## src/hw/sagc_consts.vh

```
// constants for the spectral adc agc / auto-zero configuration block
`ifndef SAGC_CONSTS_VH
`define SAGC_CONSTS_VH
// register addresses
`define SAGC_ADDR_FIFO_AGC   8'hb1
`define SAGC_ADDR_HYST_PERS  8'hb3
`define SAGC_ADDR_GAIN_CEIL  8'hcf
`define SAGC_ADDR_AZ_INT     8'hd6
// reset values
`define SAGC_RST_FIFO_AGC    8'h88
`define SAGC_RST_HYST_PERS   8'hf2
`define SAGC_RST_GAIN_CEIL   8'h99
`define SAGC_RST_AZ_INT      8'hff
// writable bit masks (reserved bits zero)
`define SAGC_MASK_FIFO_AGC   8'hcc
`define SAGC_MASK_HYST_PERS  8'hf7
`define SAGC_MASK_GAIN_CEIL  8'hff
`define SAGC_MASK_AZ_INT     8'hff
// fields
`define SAGC_FIFO_LEVEL_HI   7
`define SAGC_FIFO_LEVEL_LO   6
`define SAGC_FLICKER_AUTO    3
`define SAGC_SPECTRAL_AUTO   2
`define SAGC_HIGH_HYST_HI    7
`define SAGC_HIGH_HYST_LO    6
`define SAGC_LOW_HYST_HI     5
`define SAGC_LOW_HYST_LO     4
`define SAGC_PERS_HI         2
`define SAGC_PERS_LO         0
`define SAGC_FDMAX_HI        7
`define SAGC_FDMAX_LO        4
`define SAGC_SPMAX_HI        3
`define SAGC_SPMAX_LO        0
// auto-zero codes
`define SAGC_AZ_NEVER        8'h00
`define SAGC_AZ_FIRST_ONLY   8'hff
// gain limits
`define SAGC_GAIN_MIN        4'h0
`define SAGC_GAIN_TOP        4'ha
`define SAGC_RST_GAIN        4'h9
// flicker data code taken as saturated
`define SAGC_FD_SAT          16'hffff
// auto-zero duration in microseconds and clock
`define SAGC_AZ_TIME_US      15000
`define SAGC_CLK_MHZ         100
`define SAGC_AZ_CYCLES       (`SAGC_AZ_TIME_US * `SAGC_CLK_MHZ)
`endif

```

## src/hw/sagc_config.v

```verilog
// spectral adc agc, auto-zero and fifo threshold configuration logic
//
// What this block does
// - with spectral agc on, lower gain once data exceeds high threshold 50..87.5%
// - full scale is (step count + 1) times (step size + 1)
// - with spectral agc on, raise gain when data below low threshold 12.5..50%
// - flicker status changes after persistence count of differing results
// - flicker interrupt raised only once persistence condition met
// - auto-zero interval: 0 never, n every n cycles, 255 first only
// - auto-zero takes about 15 ms; measurement waits for it
// - with flicker detect on, auto-zero also hits fifth adc, restarting flicker
// - flicker agc gain never above flicker ceiling code, reset 9
// - spectral agc gain never above spectral ceiling code, reset 9
// - fifo interrupt when fill level reaches 1, 4, 8 or 16
// - flicker agc enable, reset one, steers flicker gain automatically
// - spectral agc enable, reset zero, steers spectral gain automatically
`timescale 1ns/1ps
`include "sagc_consts.vh"
module sagc_config #(
  parameter AZ_CYCLES = `SAGC_AZ_CYCLES
) (
  // clock and reset
  input  wire        sys_clk,
  input  wire        nrst,
  // register port
  input  wire        regWr,
  input  wire [7:0]  regAddr,
  input  wire [7:0]  regWdata,
  output reg  [7:0]  regRdata,
  // measurement engine
  input  wire [7:0]  integrationStepCount,
  input  wire [15:0] integrationStepSize,
  input  wire        cycleStart,
  input  wire        dataValid,
  input  wire [15:0] channelData,
  input  wire        flickerResultValid,
  input  wire        flickerResult,
  input  wire        flickerDetectEn,
  input  wire [4:0]  fifoFillLevel,
  // outputs
  output reg  [3:0]  spectralGain,
  output reg  [3:0]  flickerGain,
  output reg         autozeroBusy,
  output reg         autozeroAdc5,
  output reg         flickerRestart,
  output reg         flickerStatus,
  output reg         syncInterruptPin,
  output reg         fifoInterrupt
);

  ////////////////////////////////////////////////////////////////////
  // registers
  reg [7:0] fifoAgc_q, hystPers_q, gainCeil_q, azInt_q;

  always @(posedge sys_clk or negedge nrst) begin
    if (!nrst) begin
      fifoAgc_q  <= `SAGC_RST_FIFO_AGC;
      hystPers_q <= `SAGC_RST_HYST_PERS;
      gainCeil_q <= `SAGC_RST_GAIN_CEIL;
      azInt_q    <= `SAGC_RST_AZ_INT;
    end else if (regWr) begin
      case (regAddr)
        `SAGC_ADDR_FIFO_AGC:  fifoAgc_q  <= regWdata & `SAGC_MASK_FIFO_AGC;
        `SAGC_ADDR_HYST_PERS: hystPers_q <= regWdata & `SAGC_MASK_HYST_PERS;
        `SAGC_ADDR_GAIN_CEIL: gainCeil_q <= regWdata & `SAGC_MASK_GAIN_CEIL;
        `SAGC_ADDR_AZ_INT:    azInt_q    <= regWdata;
        default: begin
        end
      endcase
    end
  end

  always @(posedge sys_clk or negedge nrst) begin
    if (!nrst) begin
      regRdata <= 8'h00;
    end else begin
      case (regAddr)
        `SAGC_ADDR_FIFO_AGC:  regRdata <= fifoAgc_q;
        `SAGC_ADDR_HYST_PERS: regRdata <= hystPers_q;
        `SAGC_ADDR_GAIN_CEIL: regRdata <= gainCeil_q;
        `SAGC_ADDR_AZ_INT:    regRdata <= azInt_q;
        default:              regRdata <= 8'h00;
      endcase
    end
  end

  wire       spectralAutoEn = fifoAgc_q[`SAGC_SPECTRAL_AUTO];
  wire       flickerAutoEn  = fifoAgc_q[`SAGC_FLICKER_AUTO];
  wire [1:0] fifoLevelSel   = fifoAgc_q[`SAGC_FIFO_LEVEL_HI:`SAGC_FIFO_LEVEL_LO];
  wire [1:0] hiSel          = hystPers_q[`SAGC_HIGH_HYST_HI:`SAGC_HIGH_HYST_LO];
  wire [1:0] loSel          = hystPers_q[`SAGC_LOW_HYST_HI:`SAGC_LOW_HYST_LO];
  wire [2:0] pers     = hystPers_q[`SAGC_PERS_HI:`SAGC_PERS_LO];
  wire [3:0] fdCeil   = gainCeil_q[`SAGC_FDMAX_HI:`SAGC_FDMAX_LO];
  wire [3:0] spCeil   = gainCeil_q[`SAGC_SPMAX_HI:`SAGC_SPMAX_LO];

  ////////////////////////////////////////////////////////////////////
  // spectral agc thresholds
  // full scale in eighths; 25 bits keeps the product exact
  wire [24:0] fullScale = {16'h0000, integrationStepCount} + 25'h0000001;
  wire [24:0] stepPlus  = {9'h000, integrationStepSize} + 25'h0000001;
  wire [49:0] fsProd    = fullScale * stepPlus;
  wire [27:0] fsEighth  = fsProd[30:3];
  wire [27:0] hiThresh  = fsEighth * {25'h0, 3'h4 + {1'b0, hiSel}};
  wire [27:0] loThresh  = fsEighth * {25'h0, 3'h1 + {1'b0, loSel}};
  wire [27:0] dataWide  = {12'h000, channelData};

  // ceiling codes above the top gain act as the top gain
  function [3:0] gainTop;
    input [3:0] ceilCode;
    begin
      gainTop = (ceilCode > `SAGC_GAIN_TOP) ? `SAGC_GAIN_TOP : ceilCode;
    end
  endfunction

  function [3:0] clampGain;
    input [3:0] gain;
    input [3:0] ceilCode;
    begin
      clampGain = (gain > gainTop(ceilCode)) ? gainTop(ceilCode) : gain;
    end
  endfunction

  // every step is clamped so a freshly lowered ceiling is never overshot
  always @(posedge sys_clk or negedge nrst) begin
    if (!nrst) begin
      spectralGain <= `SAGC_RST_GAIN;
    end else if (spectralAutoEn && dataValid) begin
      if (dataWide > hiThresh && spectralGain != `SAGC_GAIN_MIN)
        spectralGain <= clampGain(spectralGain - 4'h1, spCeil);
      else if (dataWide < loThresh && spectralGain < gainTop(spCeil))
        spectralGain <= spectralGain + 4'h1;
      else
        spectralGain <= clampGain(spectralGain, spCeil);
    end else begin
      spectralGain <= clampGain(spectralGain, spCeil);
    end
  end

  ////////////////////////////////////////////////////////////////////
  // flicker agc: saturating result lowers gain, data below low threshold raises it toward ceiling
  always @(posedge sys_clk or negedge nrst) begin
    if (!nrst) begin
      flickerGain <= `SAGC_RST_GAIN;
    end else if (flickerAutoEn && dataValid) begin
      if (channelData == `SAGC_FD_SAT && flickerGain != `SAGC_GAIN_MIN)
        flickerGain <= clampGain(flickerGain - 4'h1, fdCeil);
      else if (dataWide < loThresh && flickerGain < gainTop(fdCeil))
        flickerGain <= flickerGain + 4'h1;
      else
        flickerGain <= clampGain(flickerGain, fdCeil);
    end else begin
      flickerGain <= clampGain(flickerGain, fdCeil);
    end
  end

  ////////////////////////////////////////////////////////////////////
  // flicker persistence: needs 2^(pers-1) differing results, pers 0 means 1
  wire [7:0] persNeed = (pers == 3'h0) ? 8'h01 : (8'h01 << (pers - 3'h1));
  reg  [7:0] persCnt_q;

  always @(posedge sys_clk or negedge nrst) begin
    if (!nrst) begin
      persCnt_q        <= 8'h00;
      flickerStatus    <= 1'b0;
      syncInterruptPin <= 1'b0;
    end else begin
      syncInterruptPin <= 1'b0;
      if (flickerResultValid) begin
        if (flickerResult == flickerStatus) begin
          persCnt_q <= 8'h00;
        end else if (persCnt_q + 8'h01 >= persNeed) begin
          persCnt_q        <= 8'h00;
          flickerStatus    <= flickerResult;
          syncInterruptPin <= 1'b1;
        end else begin
          persCnt_q <= persCnt_q + 8'h01;
        end
      end
    end
  end

  ////////////////////////////////////////////////////////////////////
  // auto-zero scheduler
  reg [7:0]  azCnt_q;
  reg        azFirstDone_q;
  reg [31:0] azTimer_q;
  wire       azDue = (azInt_q == `SAGC_AZ_FIRST_ONLY) ? !azFirstDone_q :
                     (azInt_q != `SAGC_AZ_NEVER) && (azCnt_q + 8'h01 >= azInt_q);

  always @(posedge sys_clk or negedge nrst) begin
    if (!nrst) begin
      azCnt_q        <= 8'h00;
      azFirstDone_q  <= 1'b0;
      azTimer_q      <= 32'h0;
      autozeroBusy   <= 1'b0;
      autozeroAdc5   <= 1'b0;
      flickerRestart <= 1'b0;
    end else begin
      flickerRestart <= 1'b0;
      if (autozeroBusy) begin
        // engine must hold off the next cycle until this clears
        if (azTimer_q == 32'h1) begin
          autozeroBusy <= 1'b0;
          autozeroAdc5 <= 1'b0;
          flickerRestart <= autozeroAdc5;
        end
        azTimer_q <= azTimer_q - 32'h1;
      end else if (cycleStart) begin
        if (azDue) begin
          azCnt_q       <= 8'h00;
          azFirstDone_q <= 1'b1;
          autozeroBusy  <= 1'b1;
          autozeroAdc5  <= flickerDetectEn;
          azTimer_q     <= AZ_CYCLES;
        end else begin
          azCnt_q <= azCnt_q + 8'h01;
        end
      end
    end
  end

  ////////////////////////////////////////////////////////////////////
  // fifo threshold
  function [4:0] fifoLevelOf;
    input [1:0] code;
    begin
      case (code)
        2'h0:    fifoLevelOf = 5'h01;
        2'h1:    fifoLevelOf = 5'h04;
        2'h2:    fifoLevelOf = 5'h08;
        default: fifoLevelOf = 5'h10;
      endcase
    end
  endfunction

  always @(posedge sys_clk or negedge nrst) begin
    if (!nrst)
      fifoInterrupt <= 1'b0;
    else
      fifoInterrupt <= (fifoFillLevel >= fifoLevelOf(fifoLevelSel));
  end

endmodule

```

## config.mk

```make
export PLATFORM = sky130hd
export DESIGN_NAME = sagc_config
export DESIGN_NICKNAME = d
export VERILOG_FILES = /design/src/hw/sagc_config.v
export VERILOG_INCLUDE_DIRS = /design/src /design/src/hw
export SDC_FILE = /design/constraint.sdc
export NUM_CORES = 1
export LEC_CHECK = 0
export BUFFER_PORTS_ARGS = -buffer_cell sky130_fd_sc_hd__buf_2
export CAP_MARGIN = 20
export CORE_MARGIN = 1.5
export CORE_UTILIZATION = 55
export DETAILED_ROUTE_END_ITERATION = 16
export PLACE_DENSITY = 0.73
export SLEW_MARGIN = 30
export SYNTH_ARGS = -nofsm -noshare
export SYNTH_HDL_FRONTEND = slang
export SYNTH_SLANG_ARGS = --single-unit
```

## constraint.sdc

```tcl
create_clock -name sys_clk -period 7.7 [get_ports sys_clk]
set_input_delay 1.54 -clock sys_clk [delete_from_list [all_inputs] [get_ports sys_clk]]
set_output_delay 1.54 -clock sys_clk [all_outputs]
set_load 0.01 [all_outputs]
```

==> results of run 1 <==
-- sequential cells by signal (all words and copies together), names as in the netlist --
| signal | count |
|---|---|
| autozeroAdc5 | 1 |
| autozeroBusy | 1 |
| azCnt_q | 8 |
| azFirstDone_q | 1 |
| azInt_q | 8 |
| azTimer_q | 32 |
| fifoAgc_q | 4 |
| fifoInterrupt | 1 |
| flickerGain | 4 |
| flickerRestart | 1 |
| flickerStatus | 1 |
| gainCeil_q | 8 |
| hystPers_q | 7 |
| persCnt_q | 8 |
| regRdata | 8 |
| spectralGain | 4 |
| syncInterruptPin | 1 |
-- synthesized netlist by cell type, types with 13 or more instances --
cell type,number
a21oi_1,77
nor2_1,161
and3_1,14
nor3_1,25
nand2b_1,65
nand3_1,42
mux2_2,33
dfrtp_1,75
xor2_1,50
a21o_1,30
a211oi_1,14
clkbuf_1,38
xnor2_1,47
ha_1,174
nand4_1,17
inv_1,308
o211ai_1,13
dfstp_2,23
nor2b_1,23
o21ai_0,79
o21a_1,15
fa_1,150
nand2_1,223
and2_1,21
-- worst max-delay path: cells and delay by family --
kind,cells,cell delay (ns)
compound gates,12,2.37
xor+xnor,3,0.30
fa+ha+maj,8,3.25
buf+inv,9,0.86
mux,1,0.08
simple gates,9,1.60
-- area by class of cell --
type	count	area, um^2
inverters	308	1156
well taps	378	473.0
flip-flops and latches	98	2481
clock buffers	11	252.7
fillers	2126	7766
multi-input cells	1470	12960
clock inverters	5	36.28
repair buffers	403	2880
-- final timing paths --
check,to,slack [ns],cells after the start
setup / recovery,spectralGain[0]$_DFF_PN1_,-2.04,42
hold / removal,azTimer_q[11]$_DFFE_PN0P_,0.48,1
setup reg to reg,spectralGain[0]$_DFF_PN1_,1.70,23
hold reg to reg,azTimer_q[11]$_DFFE_PN0P_,0.48,1
max in group asynchronous,azTimer_q[9]$_DFFE_PN0P_,5.67,2
min in group asynchronous,persCnt_q[5]$_DFFE_PN0P_,1.05,1
-- logic make-up (layout without fill, tap and decap cells) --
group / count (synthesis) / count (layout) / share of synthesized area, %
AND/OR/NAND/NOR: 661 / 661 / 20.26
buffers and inverters: 349 / 727 / 8.351
AO/OA/AOI/OAI: 344 / 344 / 14.50
adder cells (fa/ha/maj): 324 / 324 / 32.77
flip-flops: 98 / 98 / 15.70
XOR/XNOR: 97 / 97 / 5.374
multiplexers: 44 / 44 / 3.047
-- metrics by stage --
stage               setup TNS (ns)  setup WS [ns]  utilization [%]  std cells
floorplan                   -15.50         -2.058                -       1917
global placement            -20.21         -2.593            68.44       2632
detailed placement          -21.42         -2.796            68.44       2632
CTS                         -16.02         -2.062            71.04       2666
global route                -18.33         -2.360            72.27       2673
finish                      -15.74         -2.039            72.27       2673
-- per-layer routing --
metal / routed length (um) / GRT usage [%] / part of all wire [%]
met1: 18600 / 36.91 / 46
met3: 1594 / 2.661 / 3.9
met4: 723 / 6.031 / 1.8
met5: 0 / 0 / 0
met2: 19690 / 47.36 / 48
-- timing repair --
item	CTS	global route
endpoints found under the setup margin	8	8
gates cloned	0	0
resized for setup	62	64
pin swaps	73	28
buffers inserted	18	7
-- placed cells by master, fill, tap and decap left out, types with 37 or more instances in the layout --
master,synthesis,layout
buf_4,0,303
inv_1,308,295
nand2_1,223,217
nor2_1,161,152
fa_1,150,149
ha_1,174,148
buf_2,2,86
dfrtp_1,75,75
o21ai_0,79,65
nand2b_1,65,60
a21oi_1,77,58
xor2_1,50,42
xnor2_1,47,37
==> impl_metrics.yaml, run 1 <==
outcome:
  outcome: "complete, but fails checks"
  violations: "setup timing"
global_route:
  track_usage_pct: 27.27
  grt_max_degree: 81
  grt_overflow_total: 0
  grt_pass1_vias: 14740
  grt_pass1_wl_um: 68410
  antenna_found_initial: 0
clock_tree:
  cts_hold_buf: 0
  cts.path.max_buffers: 2
  cts.sinks: 98
  clock-root-buffer: "clkbuf_16"
  htree_levels: 3
  path_clk_slew_ns: 0.07
  numCtsBuffers: 9
  cts_tree: "yes"
  clk_latency_ns: 0.35
drt:
  vias_per_cell: 5.455
  wl_per_cell_um: 15.19
  drt_iter0_drc: 806
  drt_pass1_iterations: 7
  drc: 0
  ant_nets: 0
  routed_wl_um: 40610
  route.vias.total: 14580
synthesis:
  synth_nets: 2310
  synthesis.yosys.warnings: 0
  synth_top_area_share_pct: 19.00
  async_flop_share_pct: 100.0
  syn_area_um2: 15810
  synth_ff_type: "dfrtp_1"
  seq_area_frac_synth_pct: 15.70
  yosys.cell_types.count: 78
  yosysTopAreaCell: "fa_1"
  synth-seq-cells: 98
  synthTopCellsByArea: "fa_1 (19%), ha_1 (14%), dfrtp_1 (12%)"
  synth_area_per_cell_um2: 8.246
  synthCells: 1917
  synth-edff-count: 0
setup_path:
  end_kind: "flop"
  cp_slowest_cell: "fa_1"
  startpoint: "integrationStepSize[4]"
  arrival_ns: 10.00
  crit_type: "in -> reg"
  r2r-start: "hystPers_q[4]$_DFFE_PN1P_"
  critPathMaxStageDelay_ns: 0.55
  critPathMaxFanout: 4
  start_kind: "input pin"
  path_common_cell: "fa_1"
  cp.required_ns: 7.96
timing:
  fin_crit_ns: 9.739
  worstMarginPinSlew_ns: 0.7152
  setup_violations: 8
  timing.final.crit_share_pct: 126.5
  fmax_mhz: 102.7
  clock_skew_ns: 0.009028
  slew_viol_final: 0
  whs_ns: 0.4752
  setup_slack_ns: -2.039
  hold_viol_final: 0
  grt_setup_unrepaired: "yes"
  timing.slew.headroom_pct: 52.32
flow_run:
  drv_cap: 0
finish:
  diodes: 0
  layout-drive-gt1-share_pct: 28.10
  stdcell_area_um2: 20240
  fin_nets: 2683
  area_growth_syn_to_layout_pct: 28.07
die:
  die_h_um: 172.5
  initial_utilization_pct: 56.43
  pin_count: 91
  core_um2: 28010
  num_rows: 61
  die_area_um2: 29770
  die_w_um: 172.5
hold_path:
  hold_start: "azTimer_q[11]$_DFFE_PN0P_"
  hp-class: "reg -> reg"
placed_design:
  port_buffers: 90
  postPlaceCellArea_um2: 19170
  gp_congestion: 0.9023
  hpwl_um: 33210
Power of run 1 is not shown: default switching activity piles up to over one toggle a cycle in this logic, so the estimate is an artifact.
==> run 2: changes to the inputs <==
- SLEW_MARGIN: 30 -> 20
- clock period: 7.7 -> 9.43 ns (I/O delays scaled with it)
==> run 2 against run 1 <==
Effect of this change: the run still ends with setup timing left; final cell count up 0.11%; clock skew fell by 0.0019 ns; via count grew 0.67%; non-clock buffer count grew 4; wire length fell by 0.69%; sequential share of layout area increased by 0.053 points; flip-flop and latch count stayed put; hold slack improved by 0.0071 ns; design area down 0.43%; setup slack improved by 1.3 ns; first-iteration DRC count up 11%; utilization shrank 0.31 points; critical path type unchanged.
==> impl_metrics.yaml, run 2 (synthesis results as in run 1) <==
finish:
  layout_commonest_cell: "buf_4"
  diodes: 0
  top_register: "azTimer_q"
  layout-drive-gt1-share_pct: 27.55
  final_core_util_pct: 71.96
  area_growth_syn_to_layout_pct: 27.51
  largest_reg_flops: 32
  layout_common_cells: "buf_4 (314), inv_1 (301), nand2_1 (216), ha_1 (153), fa_1 (150)"
  final_cells: 2676
  fin_nets: 2687
die:
  pin_count: 91
  initial_utilization_pct: 56.43
  die_w_um: 172.5
  core_um2: 28010
  die_h_um: 172.5
  die_area_um2: 29770
  num_rows: 61
timing:
  slew_viol_final: 0
  grt_setup_unrepaired: "yes"
  worstMarginPinSlew_ns: 0.9604
  fmax_mhz: 98.78
  clock_skew_ns: 0.007116
  fin_crit_ns: 10.12
  setup_slack_ns: -0.6940
  tns_ns: -5.002
  timing.slew.headroom_pct: 35.97
  setup_violations: 8
  timing.final.crit_share_pct: 107.4
  hold_viol_final: 0
clock_tree:
  clk_latency_ns: 0.35
  cts_hold_buf: 0
  numCtsBuffers: 9
  cts_tree: "yes"
  htree_levels: 3
  cts.path.max_buffers: 2
  path_clk_slew_ns: 0.07
  clock-root-buffer: "clkbuf_16"
  cts.sinks: 98
global_route:
  gr-usage-met3_pct: 2.485
  use_met2_pct: 47.95
  grt_overflow_total: 0
  grtUsageMet1_pct: 36.38
  track_usage_pct: 27.10
  busiest_layer: "met2"
  grt_pass1_wl_um: 68450
  grt_pass1_vias: 14940
  antenna_found_initial: 0
  grt_max_degree: 73
setup_path:
  cp_slowest_cell: "fa_1"
  start_kind: "input pin"
  crit_type: "in -> reg"
  r2r-start: "hystPers_q[4]$_DFFE_PN1P_"
  arrival_ns: 10.38
  path_common_cell: "buf_4"
  critPathMaxStageDelay_ns: 0.59
  startpoint: "integrationStepSize[2]"
  cp.required_ns: 9.69
  critPathMaxFanout: 4
  end_kind: "flop"
drt:
  route.vias.total: 14680
  ant_nets: 0
  drt_pass1_iterations: 5
  routed_wl_um: 40330
  wl_per_cell_um: 15.07
  drt_iter0_drc: 898
  drc: 0
  vias_per_cell: 5.485
placed_design:
  port_buffers: 90
  hpwl_um: 32640
  gp_congestion: 0.9114
  post-place-ws_ns: -1.442
  dpl.cell_count: 2631
outcome:
  outcome: "complete, but fails checks"
  violations: "setup timing"
flow_run:
  drv_cap: 0
hold_path:
  hold_start: "azTimer_q[21]$_DFFE_PN0P_"
  hp-class: "reg -> reg"
run 2: cell types whose count changed in the layout (fill, tap and decap cells not counted), moves of 4 or more:
cell	previous run	this run
ha_1	148	153
buf_6	12	7
nor2_2	4	9
buf_4	303	314
inv_1	295	301
inv_2	13	7
ha_4	22	18
run 2: layout make-up:
cell class | instances | area, um^2
Clock buffer | 11 | 242.7
Clock inverter | 4 | 28.78
Fill cell | 2114 | 7854
Inverter | 308 | 1156
Multi-Input combinational cell | 1470 | 12910
Sequential cell | 98 | 2481
Tap cell | 378 | 473.0
Timing Repair Buffer | 407 | 2867
run 2: what timing repair did:
action                     4_1_cts  5_1_grt
gates resized for setup         47       61
buffers inserted                24        7
pin swaps                       64       59
setup endpoints to repair        8        8
run 2: per-layer routing:
metal  share of wire [%]  wire length, um
met3                 4.0             1593
met2                  49            19750
met5                   0                0
met4                 1.7              676
met1                  45            18310
run 2: stage by stage:
| stage | instance area (um^2) | hold WS, ns |
|---|---|---|
| 2_1_floorplan | 16260 | 0.4357 |
| 3_3_place_gp | 19150 | 0.4527 |
| 3_5_place_dp | 19150 | 0.4548 |
| 4_1_cts | 19820 | 0.4784 |
| 5_1_grt | 20160 | 0.5039 |
| 6_report | 20160 | 0.4823 |
run 2: worst paths after layout:
kind,end,slack (ns),depth (start not counted)
min in group asynchronous,fifoInterrupt$_DFF_PN0_,1.44,1
worst min register to register,azTimer_q[21]$_DFFE_PN0P_,0.48,1
worst max-delay path,spectralGain[0]$_DFF_PN1_,-0.69,44
max in group asynchronous,azTimer_q[30]$_DFFE_PN0P_,6.78,2
worst min-delay path,azTimer_q[21]$_DFFE_PN0P_,0.48,1
worst max register to register,spectralGain[0]$_DFF_PN1_,3.33,24
run 2: critical path: cells and delay by family:
| kind | cells | cell delay, ns |
|---|---|---|
| muxes | 1 | 0.06 |
| adders and majority gates | 8 | 3.40 |
| and+or+nand+nor | 14 | 2.16 |
| xor gates and xnor gates | 3 | 0.36 |
| AOI/OAI and AO/OA | 7 | 1.39 |
| buffers and inverters | 11 | 1.10 |
Power of run 2 is left out for the same reason.
